--- src/verilog/hls_defs.svh ---
// Offsets, field positions, reset values and timing counts of the block
`ifndef HLS_DEFS_SVH
`define HLS_DEFS_SVH

// Register indices; byte address is four times the index
`define HLS_IDX_MODE       12'h2e6
`define HLS_IDX_DET        12'h2ff
`define HLS_ADDR_MODE      (`HLS_IDX_MODE * 4)
`define HLS_ADDR_DET       (`HLS_IDX_DET * 4)

// Mode and stopwatch mask register fields
`define HLS_B_HLSEL        3
`define HLS_B_SUBRES       2
`define HLS_B_SW1          1
`define HLS_B_SW10         0

// Detector enable and threshold register fields
`define HLS_B_DETEN        3
`define HLS_B_THR          0
`define HLS_THR_W          3

// Reset values
`define HLS_RST_MODE       4'h0
`define HLS_RST_THR        3'h0

// Timing
`define HLS_CLK_NS         40
`define HLS_DET_ON_NS      100000
`define HLS_DET_ON_CYC     ((`HLS_DET_ON_NS + `HLS_CLK_NS - 1) / `HLS_CLK_NS)

`endif

--- src/verilog/hls_pkg.sv ---
// Types shared by the heavy-load and detector control block
package hls_pkg;

	typedef enum logic [1:0] {
		HLS_S_IDLE = 2'b01,
		HLS_S_RUN  = 2'b10
	} hls_smp_state_t;

	typedef struct packed {
		hls_smp_state_t state;
		logic [15:0]    cnt;
		logic           busy;
		logic           done;
	} hls_smp_st_t;

	typedef struct packed {
		logic        hl_sel;
		logic        sw1_msk;
		logic        sw10_msk;
		logic        det_en;
		logic [2:0]  thr;
		logic        main_res;
		logic        sub_res;
		logic        trig;
		logic [1:0]  main_sync;
		logic [1:0]  sub_sync;
		logic        tick_d;
		logic        tick_stb;
		logic        start;
		logic        det_on;
		logic        hl_eff;
		logic        lcd_hs;
		logic        pready;
		logic        pslverr;
		logic [31:0] prdata;
	} hls_ctrl_st_t;

endpackage : hls_pkg

--- src/verilog/hls_smp_if.sv ---
// Handshake between the controller and the timed sampler
`timescale 1ns/1ps
interface hls_smp_if;
	logic start;
	logic busy;
	logic done;

	modport ctrl (output start, input busy, input done);
	modport smp  (input start, output busy, output done);
endinterface : hls_smp_if
--- src/verilog/hls_ctrl.sv ---
// Heavy-load mode and detector control with APB register access
//
// Decided for this implementation: register access over APB.
`timescale 1ns/1ps
`include "hls_defs.svh"

// Operation
// - Enable write and result read share one bit; no read-modify-write.
// - Writing mode select one enters heavy-load mode, zero releases it.
// - Low-voltage variant: low sub result forces heavy-load until recovery.
// - Sub detector samples together with main detector, same enable timing.
// - Standard variant: software entry only; mode drives LCD high-stability.
// - Sub threshold fixed; mode select or enable times its latch updates.
// - Low-voltage auto mode samples both detectors on every 2 Hz tick.
// - Low-voltage auto mode ends when main detector reports recovered supply.
// - Standard variant: latched low sub result starts 2 Hz sampling.
// - Standard variant: recovered main result stops 2 Hz sampling.
// - Mode register bit 3 is mode select, read/write, reset zero.
// - Mode register bit 2 is sub result, read-only, reset zero.
// - Mode register bits 1 and 0 are stopwatch masks, reset zero.
// - Detector register bits 2..0 are three-bit threshold select.
// - Mode entry latches after one instruction, then on each 2 Hz sample.
// - Detector runs while enable is one; latch loads when it clears.
module hls_ctrl
	import hls_pkg::*;
#(
	parameter bit LOW_VOLTAGE = 1'b0,
	parameter int ON_CYC      = `HLS_DET_ON_CYC
) (
	input  wire logic        pclk,
	input  wire logic        presetn,
	input  wire logic        psel,
	input  wire logic        penable,
	input  wire logic        pwrite,
	input  wire logic [11:0] paddr,
	input  wire logic [31:0] pwdata,
	output logic [31:0]      prdata,
	output logic             pready,
	output logic             pslverr,
	input  wire logic        tick_2hz,
	input  wire logic        main_cmp_low,
	input  wire logic        sub_cmp_low,
	output logic             detector_on,
	output logic [2:0]       threshold_sel,
	output logic             heavy_load_mode,
	output logic             lcd_high_stability,
	output logic             stopwatch_1hz_irq_mask,
	output logic             stopwatch_10hz_irq_mask
);

	hls_ctrl_st_t st_ff;
	hls_ctrl_st_t nxt_st;
	hls_smp_if    smp_if ();

	logic wr_mode;
	logic wr_det;
	logic rd_det;
	logic periodic;
	logic do_latch;
	logic bls_fall;
	logic [1:0] hit;

	function automatic logic [1:0] dec_addr(input logic [11:0] a);
		dec_addr = {a == 12'(`HLS_ADDR_DET), a == 12'(`HLS_ADDR_MODE)};
	endfunction : dec_addr

	////////////////////////////////////////////////////////////////////////
	hls_sampler #(
		.ON_CYC (ON_CYC)
	) u_sampler (
		.pclk    (pclk),
		.presetn (presetn),
		.smp     (smp_if.smp)
	);

	assign smp_if.start = st_ff.start;

	////////////////////////////////////////////////////////////////////////
	// Writes land at the access edge only, when pready is already high
	assign hit     = dec_addr(paddr);
	assign wr_mode = psel && penable && pwrite && st_ff.pready && hit[0];
	assign wr_det  = psel && penable && pwrite && st_ff.pready && hit[1];
	assign rd_det  = psel && !penable && !pwrite && hit[1];

	// Periodic sampling runs in heavy-load mode or after a low sub result
	assign periodic = st_ff.hl_sel || st_ff.trig;
	assign bls_fall = wr_det && st_ff.det_en &&
		!pwdata[`HLS_B_DETEN];
	assign do_latch = smp_if.done || bls_fall;

	always_comb begin
		nxt_st         = st_ff;
		nxt_st.pready  = 1'b0;
		nxt_st.pslverr = 1'b0;
		nxt_st.start   = 1'b0;

		// Comparator outputs are asynchronous to pclk
		nxt_st.main_sync = {st_ff.main_sync[0], main_cmp_low};
		nxt_st.sub_sync  = {st_ff.sub_sync[0], sub_cmp_low};

		// Prescaler output is on pclk; only its rising edge is used
		nxt_st.tick_d   = tick_2hz;
		nxt_st.tick_stb = tick_2hz && !st_ff.tick_d;

		// Setup phase: answer in the next cycle, zero wait states
		if (psel && !penable) begin
			nxt_st.pready  = 1'b1;
			nxt_st.pslverr = (dec_addr(paddr) == 2'b00);
			nxt_st.prdata  = 32'h0000_0000;
			if (!pwrite && hit[0]) begin
				nxt_st.prdata[`HLS_B_HLSEL]  = st_ff.hl_sel;
				nxt_st.prdata[`HLS_B_SUBRES] = st_ff.sub_res;
				nxt_st.prdata[`HLS_B_SW1]    = st_ff.sw1_msk;
				nxt_st.prdata[`HLS_B_SW10]   = st_ff.sw10_msk;
			end
			if (rd_det) begin
				// Enable is write-only; reads see the latch
				nxt_st.prdata[`HLS_B_DETEN] = st_ff.main_res;
				nxt_st.prdata[`HLS_THR_W-1:0] = st_ff.thr;
			end
		end

		if (wr_mode) begin
			nxt_st.hl_sel   = pwdata[`HLS_B_HLSEL];
			nxt_st.sw1_msk  = pwdata[`HLS_B_SW1];
			nxt_st.sw10_msk = pwdata[`HLS_B_SW10];
			// Sub result bit ignores writes
			if (pwdata[`HLS_B_HLSEL] && !st_ff.hl_sel) begin
				nxt_st.start = 1'b1;
			end
		end
		if (wr_det) begin
			nxt_st.det_en = pwdata[`HLS_B_DETEN];
			nxt_st.thr    = pwdata[`HLS_B_THR +: `HLS_THR_W];
		end

		if (st_ff.tick_stb && periodic) begin
			nxt_st.start = 1'b1;
		end

		// Both latches load on the same strobe
		if (do_latch) begin
			nxt_st.main_res = st_ff.main_sync[1];
			nxt_st.sub_res  = st_ff.sub_sync[1];
			// A low sub result wins over a recovered main result
			if (st_ff.sub_sync[1]) begin
				nxt_st.trig = 1'b1;
			end else if (!st_ff.main_sync[1]) begin
				nxt_st.trig = 1'b0;
			end
		end

		// Fixed sub threshold: no field steers it
		nxt_st.det_on = nxt_st.det_en || smp_if.busy;
		nxt_st.hl_eff = nxt_st.hl_sel ||
			(LOW_VOLTAGE && nxt_st.trig);
		nxt_st.lcd_hs = nxt_st.hl_eff && !LOW_VOLTAGE;
	end

	always_ff @(posedge pclk or negedge presetn) begin
		if (!presetn) begin
			st_ff <= '0;
			st_ff.hl_sel   <= 1'(`HLS_RST_MODE >> `HLS_B_HLSEL);
			st_ff.thr      <= `HLS_RST_THR;
		end else begin
			st_ff <= nxt_st;
		end
	end

	assign prdata                  = st_ff.prdata;
	assign pready                  = st_ff.pready;
	assign pslverr                 = st_ff.pslverr;
	assign detector_on             = st_ff.det_on;
	assign threshold_sel           = st_ff.thr;
	assign heavy_load_mode         = st_ff.hl_eff;
	assign lcd_high_stability      = st_ff.lcd_hs;
	assign stopwatch_1hz_irq_mask  = st_ff.sw1_msk;
	assign stopwatch_10hz_irq_mask = st_ff.sw10_msk;
endmodule : hls_ctrl

--- src/verilog/hls_sampler.sv ---
// Timed detector run: holds the detector on, then strobes the latch
`timescale 1ns/1ps
`include "hls_defs.svh"
module hls_sampler
	import hls_pkg::*;
#(
	parameter int ON_CYC = `HLS_DET_ON_CYC
) (
	input  wire logic pclk,
	input  wire logic presetn,
	hls_smp_if.smp    smp
);

	hls_smp_st_t st_ff;
	hls_smp_st_t nxt_st;

	////////////////////////////////////////////////////////////////////////
	always_comb begin
		nxt_st      = st_ff;
		nxt_st.done = 1'b0;
		case (st_ff.state)
			HLS_S_IDLE: begin
				// A start while running is dropped; the run in flight
				// already covers the same sample
				if (smp.start) begin
					nxt_st.state = HLS_S_RUN;
					nxt_st.busy  = 1'b1;
					nxt_st.cnt   = 16'h0000;
				end
			end
			HLS_S_RUN: begin
				if (st_ff.cnt == 16'(ON_CYC - 1)) begin
					nxt_st.state = HLS_S_IDLE;
					nxt_st.busy  = 1'b0;
					nxt_st.done  = 1'b1;
				end else begin
					nxt_st.cnt = st_ff.cnt + 16'h0001;
				end
			end
			default: begin
				nxt_st.state = HLS_S_IDLE;
				nxt_st.busy  = 1'b0;
			end
		endcase
	end

	always_ff @(posedge pclk or negedge presetn) begin
		if (!presetn) begin
			st_ff <= '{state: HLS_S_IDLE, cnt: 16'h0000,
				busy: 1'b0, done: 1'b0};
		end else begin
			st_ff <= nxt_st;
		end
	end

	assign smp.busy = st_ff.busy;
	assign smp.done = st_ff.done;
endmodule : hls_sampler

--- config.mk ---
export PLATFORM = sky130hd
export DESIGN_NAME = hls_ctrl
export DESIGN_NICKNAME = d
export VERILOG_FILES = /design/src/verilog/hls_pkg.sv /design/src/verilog/hls_smp_if.sv /design/src/verilog/hls_ctrl.sv /design/src/verilog/hls_sampler.sv
export VERILOG_INCLUDE_DIRS = /design/src /design/src/verilog
export SDC_FILE = /design/constraint.sdc
export NUM_CORES = 1
export LEC_CHECK = 0
export BUFFER_PORTS_ARGS = -buffer_cell sky130_fd_sc_hd__buf_2
export CAP_MARGIN = 20
export CORE_ASPECT_RATIO = 1.75
export CORE_MARGIN = 5
export CORE_UTILIZATION = 53
export CTS_CLUSTER_DIAMETER = 150
export DETAILED_ROUTE_END_ITERATION = 10
export GPL_ROUTABILITY_DRIVEN = 0
export PLACE_DENSITY = 0.95
export SETUP_SLACK_MARGIN = 0.3
export SLEW_MARGIN = 20
export SYNTH_ARGS = -nofsm -noshare
export SYNTH_HDL_FRONTEND = slang
export SYNTH_HIERARCHICAL = 1
export SYNTH_SLANG_ARGS = --single-unit
--- constraint.sdc ---
create_clock -name pclk -period 3.8 [get_ports pclk]
set_clock_uncertainty 0.15 [all_clocks]
set_input_delay 0.57 -clock pclk [delete_from_list [all_inputs] [get_ports pclk]]
set_output_delay 0.57 -clock pclk [all_outputs]
set_load 0.01 [all_outputs]
; ---- Word level (Yosys, flattened, before mapping)
; Cells that the tools add are included.
[word_totals]
register_bits = 44
latchBits = 0
out_inout_bits = 42
memories = 0
mem_bits_rw = 0
wordCells = 75
in_bits = 52
rom_bits = 0
[classes]
div_mod_pow = 0
bitwise_logic = 0
n_mul = 0
shifts = 0
n_eq_ne = 9
n_reduce_logical = 27
muxes = 17
add_sub_neg = 1
order_cmp = 0
[op_table]
columns = op, n
row1 = two-way mux 34 bit, 1
row2 = one-hot mux 16 bit (2 select lines), 1
row3 = == test 12 bit (second input constant), 2
row4 = two-way mux 19 bit, 1
row5 = adder 16 x 1 -> 16 bit (second input constant), 1
row6 = == test 16 x 12 -> 1 bit (second input constant), 1
row7 = two-way mux 16 bit, 1
row8 = logical AND 1 bit, 14
row9 = two-way mux 4 bit, 3
row10 = two-way mux 1 bit, 6
row11 = != test 2 bit (second input constant), 3
row12 = zero test 1 bit, 5
row13 = two-way mux 2 bit, 2
row14 = one-hot mux 2 bit (2 select lines), 1
row15 = AND reduction 2 bit, 2
row16 = logical OR 1 bit, 3
row17 = AND reduction 3 bit, 1
row18 = == test 2 x 1 -> 1 bit (second input constant), 1
row19 = == test 2 bit (second input constant), 1
row20 = zero test 2 bit, 1
row21 = != test 2 x 1 -> 1 bit (second input constant), 1
row22 = one-hot mux 1 bit (2 select lines), 1
row23 = nonzero test 2 bit, 1

; ---- Logic depth before layout (Yosys ltp)
[depth]
word_depth = 8
ltp_mapped = 7
ltp_nobuf = 6

; ---- By module
; The synthesis kept the hierarchy.
[modules_own_cells]
columns = mod, seq_area_each_um2, cells_each, area_each_um2, instances
row1 = hls_ctrl, 600.6, 114, 1310.0, 1
row2 = hls_sampler, 476.7, 114, 1182.4, 1

; ---- Worst setup path after synthesis
; No wires, ideal clock.
[synth_path]
path_type = input to register
startpoint = in paddr[0]
endpoint = reg st_ff (netlist bit threshold_sel[0])
n_path_buf = 0
required_time_ns = 3.525
t_arrival_ns = 1.784
setup_ns = 0.125
cell_stages = 4
slack_ns = 1.741
cell_sequence = nand4bb_4 > or3_4 > nor3_4 > mux2_2
[synth_via]
elab_chain_len = 2
[synth_rtl]
columns = item, line_no
row1 = "start, declared", hls_ctrl.sv:35  ; input wire logic [11:0] paddr,
row2 = == test 12 bit, hls_ctrl.sv:64  ; dec_addr = {a == 12'(`HLS_ADDR_DET), a == 12'(`HLS_ADDR_MODE)};
row3 = logical AND 1 bit, hls_ctrl.sv:82  ; assign wr_det = psel && penable && pwrite && st_ff.pready && hit[1];
row4 = "end signal, assigned", hls_ctrl.sv:166  ; st_ff <= nxt_st;
row5 = "end, declared", hls_ctrl.sv:51  ; hls_ctrl_st_t st_ff;
; No other way between the ends.
; A chain may end at the register's enable or synchronous reset.

; ---- Final worst setup path
[layout_path]
startpoint = reg u_sampler/st_ff[2] (netlist bit)
endpoint = reg u_sampler/st_ff[14] (netlist bit)
[layout_via]
elab_chain_len = 3
elab_cells_between_ends = 6
classes_between = add/sub: 1 / eq/ne: 2 / mux: 2 / reduce/logical: 1
[layout_rtl]
columns = item, line_no
row1 = "start, declared", hls_sampler.sv:14  ; hls_smp_st_t st_ff;
row2 = "start signal, assigned", hls_sampler.sv:49  ; st_ff <= '{state: HLS_S_IDLE, cnt: 16'h0000,
row3 = "start signal, assigned", hls_sampler.sv:52  ; st_ff <= nxt_st;
row4 = adder 16 x 1 -> 16 bit / == test 16 x 12 -> 1 bit (equally long branches), "hls_sampler.sv:37, hls_sampler.sv:32"
row5 = two-way mux 16 bit / != test 2 bit (equally long branches), -
row6 = one-hot mux 16 bit (2 select lines) / AND reduction 3 bit (equally long branches), -
; Parallel ways exist; a longest one is shown, timed or not. The select of a mux whose other input is x is not followed.

==> reports/metrics.csv <==
metric;value;unit
clk_latency;0.30;ns
clockBufferDepth;2;
synthCells;228;
arrival;2.44;ns
drv_slew;0;
worst_path_max_delay_cell;dfrtp_1;
synthAdderAreaFrac;0.005020;
cts-htree-levels;2;
cts_num_sinks;43;
r2r_slack;1.41;ns
cts_buffers;5;
avgSynthCellArea;10.93;µm²
synth_cell_types;58;
drc;0;
netlist_area;2492;µm²
p_per_area;330.6;nW/µm²
final.setup.tns;0;ns
layout-drive-gt1-share;0.3089;
synth_compound_area_frac;0.1576;
ctsHoldBuffers;0;
cp-end-kind;flop;
root_buffer;clkbuf_8;
hold_ws;0.2079;ns
dieArea;6228;µm²
start_util;0.5390;
async_flop_share;1.000;
nFillCells;377;
cts_tree;built;
r2r_end;u_sampler/st_ff[14];
worst_slew_pin_slew;0.9432;ns
synth_top_family_by_area;simple AND/OR/NAND/NOR gates;
place_inst;303;
path_clk_slew;0.09;ns
grt_pass1_vias;1875;
worst_ep_required_time;3.86;ns
stdcell_count;311;
grt_max_degree;44;
post_cts_resized;0;
rsz0062_at_grt;false;
cp_slowest_stage_delay;0.48;ns
antennaDiodeCount;0;
routed_wl;5195;µm
worstReg2RegStart;u_sampler/st_ff[2];
setup_violations;0;
core.rowCount;33;
port_buffers;37;
cts_setup_buffers;0;
synth_xor_area_frac;0;
die_h;100.7;µm
period_share;0.6277;
ys_ff_latch;43;
min_path_cells;0;
dr.first_iter.drc_count;107;
area_growth;5.773;%
yosys_warnings;6;
worstPathMaxFanout;15;
hold_path_end;st_ff[43];
fin_nets;311;
hold_violations;0;
worstSetupPathType;flop to flop;
final_common_cell;dfrtp_1;
seq_area;1077;µm²
crit_path_cell_trace;ha_1 -> nor3b_2 -> nand4_4 -> a21boi_4 -> inv_2 -> o221ai_1;
io_pins;94;
fmax;0.4193;GHz
first_pass_iters;4;
yosys.area_share.simple;0.2144;
overflow;0;
synth-seq-area-share;0.4322;
muxShareOfSynthArea;0.04468;
grt_pass1_wl;8335;µm
total_power;0.8717;mW
period_needed;2.385;ns
synth_edf_count;0;
ant_nets;0;
num_vias;1806;
hp-class;flop to flop;
hold_start;nxt_st[43];
grt_usage;0.1769;
ir_drop;0.2398;mV
ys.flop_type;dfrtp_1;
hpwl;3882;µm
die_w;61.84;µm
rr_worst_depth;6;
relSlewSlack;0.3712;
most-common-layout-cells;dfrtp_1 (42), buf_2 (37), conb_1 (28);
leakagePower;1.279;nW
status;finished clean;
wire_per_inst;16.70;µm
core-area;4624;µm²
maxCapViolCount;0;
multi_input_area;1156;µm²
worstSetupStartpointType;flop;
viasPerCell;5.807;
antenna_found_initial;0;
[logic make-up (layout without fill, tap and decap cells)]
group | Yosys count | after routing
buffers and inverters | 56 | 60
flip-flops | 43 | 43
adder cells (fa/ha/maj) | 1 | 1
AO/OA/AOI/OAI | 48 | 48
AND/OR/NAND/NOR | 70 | 70
other | 1 | 28
multiplexers | 9 | 9
[flip-flops by register name, indices dropped and copies added, names as in the netlist]
register                 cells
u_sampler/st_ff             17
st_ff                        8
prdata                       4
threshold_sel                3
nxt_st                       2
detector_on                  1
lcd_high_stability           1
pready                       1
pslverr                      1
smp_if.start                 1
stopwatch_10hz_irq_mask      1
stopwatch_1hz_irq_mask       1
u_sampler/smp.busy           1
u_sampler/smp.done           1
[metrics by stage]
stage / util / cell area (µm²) / setup WS [ns]
2_1_floorplan: - / 2594 / 1.741
3_3_place_gp: 0.5501 / 2544 / 1.505
3_5_place_dp: 0.5501 / 2544 / 1.468
4_1_cts: 0.5701 / 2636 / 1.451
5_1_grt: 0.5701 / 2636 / 1.277
6_report: 0.5701 / 2636 / 1.415
[worst max-delay path, delay by kind of cell (launching register included)]
kind            cells  cell delay (ns)
buf+inv             1             0.20
fa+ha+maj           1             0.27
compound gates      2             0.56
simple gates        2             0.63
flops               1             0.48
[synth_stat cells (3+ instances only)]
cell / instances / area share
nand3_1: 11 / 0.022
dfrtp_1: 42 / 0.42
o21ai_2: 3 / 0.011
nor2_1: 7 / 0.011
a21oi_2: 3 / 0.011
a32oi_1: 4 / 0.014
nand2_1: 11 / 0.017
and4_1: 5 / 0.018
a31oi_1: 9 / 0.023
or4_1: 3 / 0.0090
o211ai_1: 3 / 0.0090
o21a_1: 4 / 0.012
mux2_2: 7 / 0.032
nor3_1: 3 / 0.0060
nor4_4: 3 / 0.026
o21ai_0: 4 / 0.0080
nor4_1: 3 / 0.0075
clkbuf_1: 4 / 0.0060
inv_1: 13 / 0.020
buf_4: 36 / 0.11
nand4_1: 5 / 0.013
[per-layer routing]
| layer | share of wire | GRT usage | wire, µm |
|---|---|---|---|
| met1 | 0.35 | 0.1850 | 1814 |
| met2 | 0.53 | 0.3156 | 2764 |
| met3 | 0.083 | 0.03462 | 433 |
| met4 | 0.035 | 0.09150 | 182 |
| met5 | 0 | 0 | 0 |
[area by class of cell]
| class | instances | share of cell area |
|---|---|---|
| Clock buffer | 5 | 0.02610 |
| Multi-Input combinational cell | 156 | 0.4385 |
| Inverter | 14 | 0.01993 |
| Clock inverter | 3 | 0.009018 |
| Timing Repair Buffer | 38 | 0.07309 |
| Tap cell | 52 | 0.02468 |
| Sequential cell | 43 | 0.4086 |
[worst max path at each step]
stage / from / to / slack [ns] / cells past startpoint
2_1_floorplan: paddr[0] / threshold_sel[0] / 1.74 / 4
3_3_place_gp: paddr[5] / stopwatch_1hz_irq_mask / 1.51 / 5
3_5_place_dp: u_sampler/st_ff[2] / u_sampler/st_ff[8] / 1.47 / 6
4_1_cts: u_sampler/st_ff[2] / u_sampler/st_ff[14] / 1.45 / 6
5_1_grt: u_sampler/st_ff[2] / u_sampler/st_ff[14] / 1.28 / 6
6_report: u_sampler/st_ff[2] / u_sampler/st_ff[14] / 1.41 / 6
[where the power goes]
| part | internal, mW | switching (mW) | total, mW | leakage [nW] |
|---|---|---|---|---|
| logic | 0.0301 | 0.0561 | 0.0862 | 0.669 |
| clock network | 0.132 | 0.171 | 0.302 | 0.0408 |
| registers | 0.470 | 0.0125 | 0.483 | 0.569 |
| total | 0.632 | 0.240 | 0.872 | 1.28 |
No activity file was read; power rests on OpenSTA's default activity.
